[src/hw/dual_timer_defines.svh]
// register offsets, field positions, reset values for the dual timer control block
// assumes a 20-bit APB byte address and 32-bit data
`ifndef DUAL_TIMER_DEFINES_SVH
`define DUAL_TIMER_DEFINES_SVH
`define TMR_ADDR_W 20
`define TMR_OFF_CTRL0 20'hF0270
`define TMR_OFF_CTRL1 20'hF0280
`define TMR_OFF_CFG 20'hF0290
`define TMR_OFF_CNT0 20'hF02A0
`define TMR_OFF_CNT1 20'hF02A4
`define TMR_CTRL_RESET 8'h00
`define TMR_CFG_RESET 8'h00
`define TMR_CTRL_SRC_LSB 0
`define TMR_CTRL_EDGE_LSB 3
`define TMR_CTRL_CLR_LSB 5
`define TMR_CFG_MODE_LSB 0
`define TMR_CFG_SYNC_BIT 3
`define TMR_CFG_EXTEN_BIT 4
`define TMR_CFG_PEREN_BIT 5
`define TMR_CFG_START0_BIT 6
`define TMR_CFG_START1_BIT 7
`define TMR_PRE_W 5
`define TMR_CNT_W 16
`endif

[src/hw/dual_timer_pkg.sv]
// types for the dual timer control block
// used by the single design module
package dual_timer_pkg;
    typedef enum logic [2:0] {
        CLR_NONE = 3'h0,
        CLR_A = 3'h1,
        CLR_B = 3'h2,
        CLR_SYNC = 3'h3,
        CLR_BAD4 = 3'h4,
        CLR_C = 3'h5,
        CLR_D = 3'h6,
        CLR_BAD7 = 3'h7
    } clear_sel_t;
    typedef enum logic [2:0] {
        SRC_FULL = 3'h0,
        SRC_DIV2 = 3'h1,
        SRC_DIV4 = 3'h2,
        SRC_DIV8 = 3'h3,
        SRC_DIV32 = 3'h4,
        SRC_EXT = 3'h5,
        SRC_BAD6 = 3'h6,
        SRC_BAD7 = 3'h7
    } count_src_t;
    typedef enum logic [1:0] {
        EDGE_RISE = 2'h0,
        EDGE_FALL = 2'h1,
        EDGE_BOTH = 2'h2,
        EDGE_BAD = 2'h3
    } edge_sel_t;
    typedef enum logic [2:0] {
        MODE_CAP_CMP = 3'h0,
        MODE_PWM = 3'h1,
        MODE_RSYNC_PWM = 3'h2,
        MODE_COMP_PWM = 3'h3,
        MODE_PWM3 = 3'h4
    } timer_mode_t;
    typedef logic [15:0] count_t;
endpackage : dual_timer_pkg

[src/hw/dual_timer_count_control.sv]
// dual 16-bit timer counters with count-source and counter-clear control, APB slave
// assumes synchronous pin inputs, one-cycle match/capture event pulses per general register
//
// How it works
// - clear select picks free run, A/B/C/D, sync
// - sync clear follows other unit, needs sync bit
// - edge field: rising, falling, both; 11 banned
// - edge field acts only for enabled external source
// - source 101 counts external pin when enabled
// - sources 001..100 divide clock by 2,4,8,32
// - source 000 is clock or on-chip oscillator
// - control registers reset to zero
// - unit 1 register ignored in rsync, PWM3
//
// Added by the designer: the APB slave port.
`timescale 1ns/1ns
`include "dual_timer_defines.svh"
module dual_timer_count_control
(
    input wire logic pclk,
    input wire logic presetn,
    input wire logic psel,
    input wire logic penable,
    input wire logic pwrite,
    input wire logic [19:0] paddr,
    input wire logic [31:0] pwdata,
    output logic [31:0] prdata,
    output logic pready,
    output logic pslverr,
    input wire logic oscillator_select_option_bit,
    input wire logic hoco_tick,
    input wire logic external_timer_clock_pin,
    input wire logic [3:0] match_event_unit0,
    input wire logic [3:0] match_event_unit1,
    output dual_timer_pkg::count_t unit_counter0,
    output dual_timer_pkg::count_t unit_counter1
);
    import dual_timer_pkg::*;

    logic [7:0] timer_control_unit0;
    logic [7:0] timer_control_unit1;
    logic [7:0] function_config;
    logic [`TMR_PRE_W-1:0] prescale;
    logic pin_prev;
    logic [7:0] eff_ctrl [2];
    logic [1:0] tick;
    logic [1:0] own_clear;
    logic [1:0] clear_hit;
    logic [1:0] run;
    logic [1:0] start;
    count_t count [2];
    logic [3:0] events [2];
    logic setup;
    logic wr_access;
    logic addr_ok;
    timer_mode_t mode;
    logic sync_operation_bit;
    logic ext_clock_enable_bit;
    logic timer_peripheral_enable_bit;
    logic rise;
    logic fall;
    logic unit1_follows;

    assign mode = timer_mode_t'(function_config[`TMR_CFG_MODE_LSB +: 3]);
    assign sync_operation_bit = function_config[`TMR_CFG_SYNC_BIT];
    assign ext_clock_enable_bit = function_config[`TMR_CFG_EXTEN_BIT];
    assign timer_peripheral_enable_bit = function_config[`TMR_CFG_PEREN_BIT];
    assign start[0] = function_config[`TMR_CFG_START0_BIT];
    assign start[1] = function_config[`TMR_CFG_START1_BIT];
    assign events[0] = match_event_unit0;
    assign events[1] = match_event_unit1;

    // zero-wait APB slave
    assign pready = 1'b1;
    assign setup = psel && !penable;
    assign wr_access = psel && penable && pwrite;
    always_comb
    begin
        unique case (paddr)
            `TMR_OFF_CTRL0, `TMR_OFF_CTRL1, `TMR_OFF_CFG: addr_ok = 1'b1;
            `TMR_OFF_CNT0, `TMR_OFF_CNT1: addr_ok = 1'b1;
            default: addr_ok = 1'b0;
        endcase
    end
    assign pslverr = psel && penable && !addr_ok;

    // read data captured in the setup cycle
    always_ff @(posedge pclk or negedge presetn)
    begin
        if (!presetn)
            prdata <= 32'h0000_0000;
        else if (setup)
        begin
            unique case (paddr)
                `TMR_OFF_CTRL0: prdata <= {24'h000000, timer_control_unit0};
                `TMR_OFF_CTRL1: prdata <= {24'h000000, timer_control_unit1};
                `TMR_OFF_CFG: prdata <= {24'h000000, function_config};
                `TMR_OFF_CNT0: prdata <= {16'h0000, count[0]};
                `TMR_OFF_CNT1: prdata <= {16'h0000, count[1]};
                default: prdata <= 32'h0000_0000;
            endcase
        end
    end

    always_ff @(posedge pclk or negedge presetn)
    begin
        if (!presetn)
        begin
            timer_control_unit0 <= `TMR_CTRL_RESET;
            timer_control_unit1 <= `TMR_CTRL_RESET;
            function_config <= `TMR_CFG_RESET;
        end
        else if (wr_access)
        begin
            if (paddr == `TMR_OFF_CTRL0)
                timer_control_unit0 <= pwdata[7:0];
            if (paddr == `TMR_OFF_CTRL1)
                timer_control_unit1 <= pwdata[7:0];
            if (paddr == `TMR_OFF_CFG)
                function_config <= pwdata[7:0];
        end
    end

    // free-running prescaler for the divided sources
    always_ff @(posedge pclk or negedge presetn)
    begin
        if (!presetn)
            prescale <= '0;
        else
            prescale <= prescale + 5'h01;
    end

    // external pin edge detection
    always_ff @(posedge pclk or negedge presetn)
    begin
        if (!presetn)
            pin_prev <= 1'b0;
        else
            pin_prev <= external_timer_clock_pin;
    end
    assign rise = external_timer_clock_pin && !pin_prev;
    assign fall = !external_timer_clock_pin && pin_prev;

    // unit 1 borrows unit 0 setup
    assign unit1_follows = (mode == MODE_RSYNC_PWM) || (mode == MODE_PWM3);
    assign eff_ctrl[0] = timer_control_unit0;
    assign eff_ctrl[1] = unit1_follows ? timer_control_unit0 : timer_control_unit1;
    assign run[0] = timer_peripheral_enable_bit && start[0];
    assign run[1] = timer_peripheral_enable_bit && (unit1_follows ? start[0] : start[1]);

    for (genvar u = 0; u < 2; u++)
    begin : g_unit
        count_src_t src;
        edge_sel_t edge_sel;
        clear_sel_t clr_sel;
        logic ext_tick;
        logic tick_l;
        logic clr_l;
        count_t cnt;
        assign tick[u] = tick_l;
        assign own_clear[u] = clr_l;
        assign count[u] = cnt;
        assign src = count_src_t'(eff_ctrl[u][`TMR_CTRL_SRC_LSB +: 3]);
        assign edge_sel = edge_sel_t'(eff_ctrl[u][`TMR_CTRL_EDGE_LSB +: 2]);
        assign clr_sel = clear_sel_t'(eff_ctrl[u][`TMR_CTRL_CLR_LSB +: 3]);

        always_comb
        begin
            ext_tick = 1'b0;
            if (src == SRC_EXT && ext_clock_enable_bit)
            begin
                unique case (edge_sel)
                    EDGE_RISE: ext_tick = rise;
                    EDGE_FALL: ext_tick = fall;
                    EDGE_BOTH: ext_tick = rise || fall;
                    EDGE_BAD: ext_tick = 1'b0;
                endcase
            end
        end

        always_comb
        begin
            unique case (src)
                SRC_FULL: tick_l = oscillator_select_option_bit ? hoco_tick : 1'b1;
                SRC_DIV2: tick_l = prescale[0];
                SRC_DIV4: tick_l = &prescale[1:0];
                SRC_DIV8: tick_l = &prescale[2:0];
                SRC_DIV32: tick_l = &prescale;
                SRC_EXT: tick_l = ext_tick;
                SRC_BAD6, SRC_BAD7: tick_l = 1'b0;
            endcase
        end

        always_comb
        begin
            unique case (clr_sel)
                CLR_A: clr_l = events[u][0];
                CLR_B: clr_l = events[u][1];
                CLR_C: clr_l = events[u][2];
                CLR_D: clr_l = events[u][3];
                CLR_NONE, CLR_SYNC, CLR_BAD4, CLR_BAD7: clr_l = 1'b0;
            endcase
        end

        assign clear_hit[u] = own_clear[u] ||
            (clr_sel == CLR_SYNC && sync_operation_bit && own_clear[1-u]);

        always_ff @(posedge pclk or negedge presetn)
        begin
            if (!presetn)
                cnt <= 16'h0000;
            else if (run[u] && clear_hit[u])
                cnt <= 16'h0000;
            else if (run[u] && tick_l)
                cnt <= cnt + 16'h0001;
        end
    end

    assign unit_counter0 = count[0];
    assign unit_counter1 = count[1];

    AST_CLEAR_ZERO:
    assert property (@(posedge pclk) disable iff (!presetn)
        run[0] && own_clear[0] |=> count[0] == 16'h0000)
    else $error("unit 0 not cleared on selected event");

    AST_SYNC_CLEAR:
    assert property (@(posedge pclk) disable iff (!presetn)
        run[0] && g_unit[0].clr_sel == CLR_SYNC && sync_operation_bit && own_clear[1]
        |=> count[0] == 16'h0000 && (!$past(run[1]) || count[1] == 16'h0000))
    else $error("sync clear did not follow other unit");

    AST_EDGE_FALL:
    assert property (@(posedge pclk) disable iff (!presetn)
        g_unit[0].ext_tick && g_unit[0].edge_sel == EDGE_FALL |-> $fell(external_timer_clock_pin))
    else $error("falling edge mode counted a non-falling edge");

    AST_EDGE_GATED:
    assert property (@(posedge pclk) disable iff (!presetn)
        g_unit[0].ext_tick |-> g_unit[0].src == SRC_EXT && ext_clock_enable_bit)
    else $error("edge counted without enabled pin source");

    AST_EXT_HOLD:
    assert property (@(posedge pclk) disable iff (!presetn)
        g_unit[0].src == SRC_EXT && !ext_clock_enable_bit && !own_clear[0]
        |=> $stable(count[0]))
    else $error("counter moved with pin source disabled");

    AST_DIV8_RATE:
    assert property (@(posedge pclk) disable iff (!presetn)
        g_unit[0].src == SRC_DIV8 && tick[0] |=> (!tick[0] || g_unit[0].src != SRC_DIV8) [*7])
    else $error("divide by 8 ticked early");

    AST_OSC_SOURCE:
    assert property (@(posedge pclk) disable iff (!presetn)
        g_unit[0].src == SRC_FULL |-> tick[0] == (oscillator_select_option_bit ? hoco_tick : 1'b1))
    else $error("undivided source wrong");

    AST_RESET_ZERO:
    assert property (@(posedge pclk)
        $past(!presetn) |-> timer_control_unit0 == 8'h00 && timer_control_unit1 == 8'h00)
    else $error("control register not zero after reset");

    AST_UNIT1_FOLLOWS:
    assert property (@(posedge pclk) disable iff (!presetn)
        unit1_follows |-> eff_ctrl[1] == timer_control_unit0 && run[1] == run[0])
    else $error("unit 1 register acted in follow mode");

    AST_ADVANCE:
    assert property (@(posedge pclk) disable iff (!presetn)
        run[1] && tick[1] && !clear_hit[1] |=> count[1] == $past(count[1]) + 16'h0001)
    else $error("unit 1 did not advance by one");

    AST_UNIT0_ADVANCE:
    assert property (@(posedge pclk) disable iff (!presetn)
        run[0] && tick[0] && !clear_hit[0] |=> count[0] == $past(count[0]) + 16'h0001)
    else $error("unit 0 did not advance by one");

    AST_CLEAR_BEATS_TICK:
    assert property (@(posedge pclk) disable iff (!presetn)
        run[0] && clear_hit[0] && tick[0] |=> count[0] == 16'h0000)
    else $error("advance won over clear");

    AST_STOPPED_HOLD:
    assert property (@(posedge pclk) disable iff (!presetn)
        !run[0] |=> $stable(count[0]))
    else $error("stopped counter moved");

    AST_FREE_RUN:
    assert property (@(posedge pclk) disable iff (!presetn)
        run[0] && g_unit[0].clr_sel == CLR_NONE && tick[0] |=> count[0] == $past(count[0]) + 16'h0001)
    else $error("free running counter was cleared");

    AST_EDGE_RISE:
    assert property (@(posedge pclk) disable iff (!presetn)
        g_unit[0].ext_tick && g_unit[0].edge_sel == EDGE_RISE |-> $rose(external_timer_clock_pin))
    else $error("rising edge mode counted a non-rising edge");

    AST_EDGE_BAD:
    assert property (@(posedge pclk) disable iff (!presetn)
        g_unit[0].edge_sel == EDGE_BAD |-> !g_unit[0].ext_tick)
    else $error("prohibited edge code counted");

    AST_UNIT1_EDGE_GATED:
    assert property (@(posedge pclk) disable iff (!presetn)
        g_unit[1].ext_tick |-> g_unit[1].src == SRC_EXT && ext_clock_enable_bit)
    else $error("unit 1 edge counted without enabled pin source");

    AST_DIV2_RATE:
    assert property (@(posedge pclk) disable iff (!presetn)
        g_unit[0].src == SRC_DIV2 && tick[0] |=> !tick[0] || g_unit[0].src != SRC_DIV2)
    else $error("divide by 2 ticked twice in a row");

    AST_BAD_SOURCE:
    assert property (@(posedge pclk) disable iff (!presetn)
        g_unit[0].src == SRC_BAD6 || g_unit[0].src == SRC_BAD7 |-> !tick[0])
    else $error("prohibited source ticked");

    AST_SYNC_NEEDS_BIT:
    assert property (@(posedge pclk) disable iff (!presetn)
        !sync_operation_bit |-> clear_hit[1] == own_clear[1])
    else $error("sync clear acted without sync bit");

    AST_UNIT1_SYNC_CLEAR:
    assert property (@(posedge pclk) disable iff (!presetn)
        run[1] && g_unit[1].clr_sel == CLR_SYNC && sync_operation_bit && own_clear[0]
        |=> count[1] == 16'h0000)
    else $error("unit 1 sync clear did not follow unit 0");

    AST_RESET_COUNT_ZERO:
    assert property (@(posedge pclk)
        $past(!presetn) |-> count[0] == 16'h0000 && count[1] == 16'h0000)
    else $error("counter not zero after reset");
endmodule : dual_timer_count_control

[config.mk]
export PLATFORM = sky130hd
export DESIGN_NAME = dual_timer_count_control
export DESIGN_NICKNAME = d
export VERILOG_FILES = /design/src/hw/dual_timer_pkg.sv /design/src/hw/dual_timer_count_control.sv
export VERILOG_INCLUDE_DIRS = /design/src /design/src/hw
export SDC_FILE = /design/constraint.sdc
export NUM_CORES = 1
export LEC_CHECK = 0
export BUFFER_PORTS_ARGS = -buffer_cell sky130_fd_sc_hd__clkbuf_2
export CAP_MARGIN = 20
export CORE_MARGIN = 2
export CORE_UTILIZATION = 35
export DETAILED_ROUTE_END_ITERATION = 6
export GPL_TIMING_DRIVEN = 0
export MAX_ROUTING_LAYER = met4
export PLACE_DENSITY = 0.62
export SYNTH_ARGS = -nofsm -noshare
export SYNTH_HDL_FRONTEND = slang
export SYNTH_SLANG_ARGS = --single-unit
[constraint.sdc]
create_clock -name pclk -period 8.7 [get_ports pclk]
set_input_delay 1.74 -clock pclk [delete_from_list [all_inputs] [get_ports pclk]]
set_output_delay 1.74 -clock pclk [all_outputs]
set_load 0.005 [all_outputs]
Word-level counts from Yosys, hierarchy flattened
Index checks and enable logic that the tools add are counted.
{ "word_totals": {"regBits": 94, "elab_cells": 114} }
{ "op_classes": {"n_addsub": 3, "n_eq_ne": 41, "muxes": 17, "reduce_logical": 45} }
{ "op_table": {"columns": ["op", "count"], "rows": [
  ["$eq 20x20->1 const B", 5],
  ["$pmux 16 s5", 1],
  ["$mux 16", 4],
  ["$eq 3x3->1 const B", 17],
  ["$add 16x1->16 const B", 2],
  ["$eq 3x2->1 const B", 9],
  ["$logic_and 1x1->1", 18],
  ["$pmux 1 s7", 2],
  ["$eq 3x1->1 const B", 4],
  ["$logic_not 3->1", 4],
  ["$pmux 1 s5", 2],
  ["$eq 2x2->1 const B", 4],
  ["$mux 8", 1],
  ["$pmux 1 s4", 2],
  ["$reduce_and 2->1", 4],
  ["$reduce_or 4->1", 2],
  ["$add 5x1->5 const B", 1],
  ["$mux 1", 5],
  ["$reduce_and 5->1", 1],
  ["$reduce_or 5->1", 1],
  ["$eq 2x1->1 const B", 2],
  ["$logic_not 1->1", 4],
  ["$logic_not 2->1", 2],
  ["$logic_or 1x1->1", 4],
  ["other kinds (3)", 5]
]} }

Logic depth before layout (Yosys ltp)
{ "logic_depth": {"depth_word": 10, "ltp_mapped": 12, "depth_no_buf": 10} }

Least setup slack after synthesis
OpenSTA, ideal clock, no wires.
{ "synth_path": {"kind": "input port to output port", "startpoint": "input paddr[3]", "endpoint": "output pslverr", "t_arrival_ps": 3484, "path_slack_ps": 3476, "path_stages": 5, "n_path_buf": 1, "cell_sequence": "or4b_2 > or4_4 > nor3_4 > buf_6 > a211oi_1"} }
{ "synth_between": {"elab_chain_cells": 5, "word_cells_on_any_way": 9, "classes_between": "eq/ne (5); mux (1); reduce/logical (3)"} }
{ "synth_lines": {"columns": ["element", "line_no", "source"], "rows": [
  ["start: declaration", "dual_timer_count_control.sv:25", "input wire logic [19:0] paddr,"],
  ["$eq 20x20->1", "dual_timer_count_control.sv:79", "unique case (paddr)"],
  ["$reduce_or 5->1 (no source line) *", null, null],
  ["$mux 1 *", "dual_timer_count_control.sv:79", null],
  ["$logic_not 1->1 *", "dual_timer_count_control.sv:85", "assign pslverr = psel && penable && !addr_ok;"],
  ["$logic_and 1x1->1 *", "dual_timer_count_control.sv:85", null],
  ["end: declaration", "dual_timer_count_control.sv:29", "output logic pslverr,"]
]} }
Every way passes the cells marked *; elsewhere a longest branch is shown, timed or not.

Final worst setup path
Ends and elaborated chain as after synthesis.

==> results.cfg <==
[detailed_routing]
post_drt_wl_per_cell_um = 16.98
wl_mm = 13.21
detail_route.drc_violations = 0
total_via_count_in_the_routed_design = 4245
detail_route.vias_per_cell = 5.456
detailedRoute.firstPassIterationCount = 5
drtIter0Drc = 338
detail-route-antenna-nets = 0

[run_status]
outcome = finished, final reports clean

[worst_hold_path]
hold_class = reg -> reg

[synthesis]
synth_top_flop_cell = dfrtp_1
syn_inst = 478
synthesis.area_um2 = 4702
ys_types = 63
ys_ff_latch = 78
synth-edff-count = 0
synth_async_sr_flop_share = 1.000
ys.warnings.count = 0
syn-mean-instance-area_um2 = 9.837
ys_seq_area_frac = 0.4151

[final_layout]
layout.core_utilization = 0.4356
n_fill_cell = 1282
final_common_cell = clkbuf_2
antenna_cells_inserted = 0
multiInputGateArea_um2 = 2497
layout-area-overhead-vs-synth_pct = 22.19
register_area_um2 = 1952
nets = 676
drive_above_1_share = 0.2924
final_cell_mix = clkbuf_2 (92), dfrtp_1 (78), nand2_1 (41), a21oi_1 (36)

[cts]
cts-root-buf = clkbuf_16
postCtsHoldBufs = 0
cts_htree_levels = 3
clock_latency_ns = 0.34
clkSlewWorstSetupHoldPaths_ns = 0.06
tritoncts = built
clk_path_buf_depth = 2
cts.repair_timing.setup_buffer_count = 0
cts-buffers-inserted = 9
quantity_of_gates_resized_following_cts = 0
cts.sink_count = 78

[floorplan]
die_w_um = 119.9
initial_utilization = 0.3565
core.rowCount = 42
die_height_um = 119.9
pin_count = 134
core_footprint_um2 = 13190
dieArea_um2 = 14380

[grt]
global_route.usage.met3 = 0.04040
via_count_of_the_first_global_routing_pass = 4022
grt.total_usage = 0.1997
first_pass_grt_wire_length_mm = 21.95
met2_usage_in_global_routing = 0.3018
globalRouteOverflowTotal = 0
largest_net_degree_at_the_start_of_global_routing = 53
global_route.peak_usage_layer = met2
grt_antenna_before_repair = 0
groute.layer.met1.usage = 0.2712

[timing]
finalSetupViolCount = 0
post-route-worst-setup-slack_ns = 3.152
achievable-frequency_mhz = 180.3
portion_of_the_clock_cycle_consumed_by_the_worst_path_in_the_final_layout = 0.6376
worst_slew_pin_slew_ns = 0.7748
max-slew-margin-rel = 0.4835
timing.final.max_slew_violations = 0
timing.clock.skew_ns = 0.008222
finalCriticalPeriod_ns = 5.548
grt_setup_unrepaired = false
hold_viol_final = 0
setup-tns-final_ns = 0

[power]
leakage_nw = 2.540
ir_worst_vdd_mv = 0.07288
power_dens_cells_nw_per_um2 = 134.2
total_chip_power_w = 0.0007710

[setup_path]
crit_path_start_kind = input pin
cp_max_fo = 10
worstPathArrival_ns = 3.81
worst_ep_required_time_ns = 6.96
worstPathCellList = clkbuf_2 > or4b_2 > or4_4 > nor3_4 > buf_6 > a211oi_1 > clkbuf_2
worstSetupPathType = in -> out
critPathSlowestCell = or4b_2
critical_path.max_stage_delay_ns = 0.73
cpMostUsedCell = clkbuf_2
end_kind = output port

[placed_design]
post-place-ws_ns = 3.160
detailed_place_hpwl_mm = 10.17
portBuffers = 92
gp_congestion = 0.9412

[run]
drv.max_cap_violation_count = 0
## final timing paths
check                                               startpoint                              to  slack [ns]  cells after the start
worst max-delay path                                  paddr[3]                         pslverr        3.15                      7
worst min-delay path                     prescale[3]$_DFF_PN0_           prescale[3]$_DFF_PN0_        0.47                      1
worst max register to register  function_config[2]$_DFFE_PN0P_   unit_counter1[11]$_DFFE_PN0P_        5.34                     10
worst min register to register           prescale[3]$_DFF_PN0_           prescale[3]$_DFF_PN0_        0.47                      1
max in group asynchronous                              presetn          prdata[14]$_DFFE_PN0P_        6.77                      2
min in group asynchronous                              presetn  function_config[3]$_DFFE_PN0P_        1.35                      1
## layer usage
layer,part of all wire,vias to the layer above
li1,-,2007
met1,0.46,2045
met2,0.46,172
met4,0.014,0
met3,0.067,21
met5,0,-
## worst max-delay path, delay by kind of cell
| kind | cells | cell delay (ns) |
|---|---|---|
| buffers and inverters | 3 | 0.42 |
| AO/OA/AOI/OAI | 1 | 0.06 |
| AND/OR/NAND/NOR | 3 | 1.58 |
## cell usage after synthesis, types with 3 or more instances
| cell type | n | area [um^2] |
|---|---|---|
| dfrtp_1 | 78 | 1952 |
| nand2_1 | 41 | 153.9 |
| a21oi_1 | 36 | 180.2 |
| mux2_2 | 23 | 259.0 |
| o21ai_0 | 23 | 115.1 |
| or4_1 | 21 | 157.7 |
| buf_4 | 18 | 135.1 |
| o31ai_1 | 18 | 135.1 |
| inv_1 | 17 | 63.81 |
| xnor2_1 | 16 | 140.1 |
| nand3_1 | 13 | 65.06 |
| nor2_1 | 13 | 48.80 |
| clkbuf_1 | 12 | 45.04 |
| mux2i_1 | 12 | 120.1 |
| ha_1 | 11 | 137.6 |
| nor3_1 | 11 | 55.05 |
| a22oi_1 | 8 | 60.06 |
| a221oi_1 | 7 | 61.31 |
| o2bb2ai_1 | 7 | 61.31 |
| or3_1 | 7 | 43.79 |
| buf_2 | 6 | 30.03 |
| nand4_1 | 6 | 37.54 |
| nand3b_1 | 5 | 37.54 |
| nor4_1 | 5 | 31.28 |
| nand2b_1 | 4 | 25.02 |
| nor2b_1 | 4 | 25.02 |
| a211oi_1 | 3 | 22.52 |
| and3_1 | 3 | 18.77 |
| or3_2 | 3 | 22.52 |
| or4b_2 | 3 | 30.03 |
| or4bb_1 | 3 | 33.78 |
## layout make-up
cell class / count / area share
Buffer: 41 / 0.04268
Timing Repair Buffer: 93 / 0.08537
Multi-Input combinational cell: 357 / 0.4347
Clock inverter: 6 / 0.006533
Inverter: 17 / 0.01111
Sequential cell: 78 / 0.3397
Tap cell: 176 / 0.03833
Clock buffer: 10 / 0.04159
## through the flow
stage          hold WS [ns]  instances  cell area (um^2)
3_5_place_dp         0.4639        762              5469
4_1_cts              0.4764        778              5746
5_1_grt              0.4977        778              5746
3_3_place_gp         0.4555        761              5439
6_report             0.4679        778              5746
2_1_floorplan        0.4386        493              4758
## kinds of logic (layout without fill, tap and decap cells)
kind of cell | Yosys count | count (layout) | synth area share
AND/OR/NAND/NOR | 152 | 152 | 0.1924
AO/OA/AOI/OAI | 123 | 123 | 0.1770
flip-flops | 78 | 78 | 0.4151
buffers and inverters | 58 | 167 | 0.06573
multiplexers | 36 | 36 | 0.08542
XOR/XNOR | 18 | 18 | 0.03353
adder cells (fa/ha/maj) | 11 | 11 | 0.02927
other | 2 | 17 | 0.001597
## flip-flops by register name (all words and copies together) (netlist names)
name and flops:
unit_counter0 16, timer_control_unit1 8, function_config 8, unit_counter1 16, prdata 16, pin_prev 1, timer_control_unit0 8, prescale 5
## power by group
| part | total [W] | internal, W | leakage (nW) | switching [W] |
|---|---|---|---|---|
| clock network | 0.000348 | 0.000200 | 0.142 | 0.000149 |
| registers | 0.000373 | 0.000366 | 1.04 | 0.00000649 |
| logic | 0.0000501 | 0.0000226 | 1.36 | 0.0000275 |
Power figures use the tool's default switching activity.
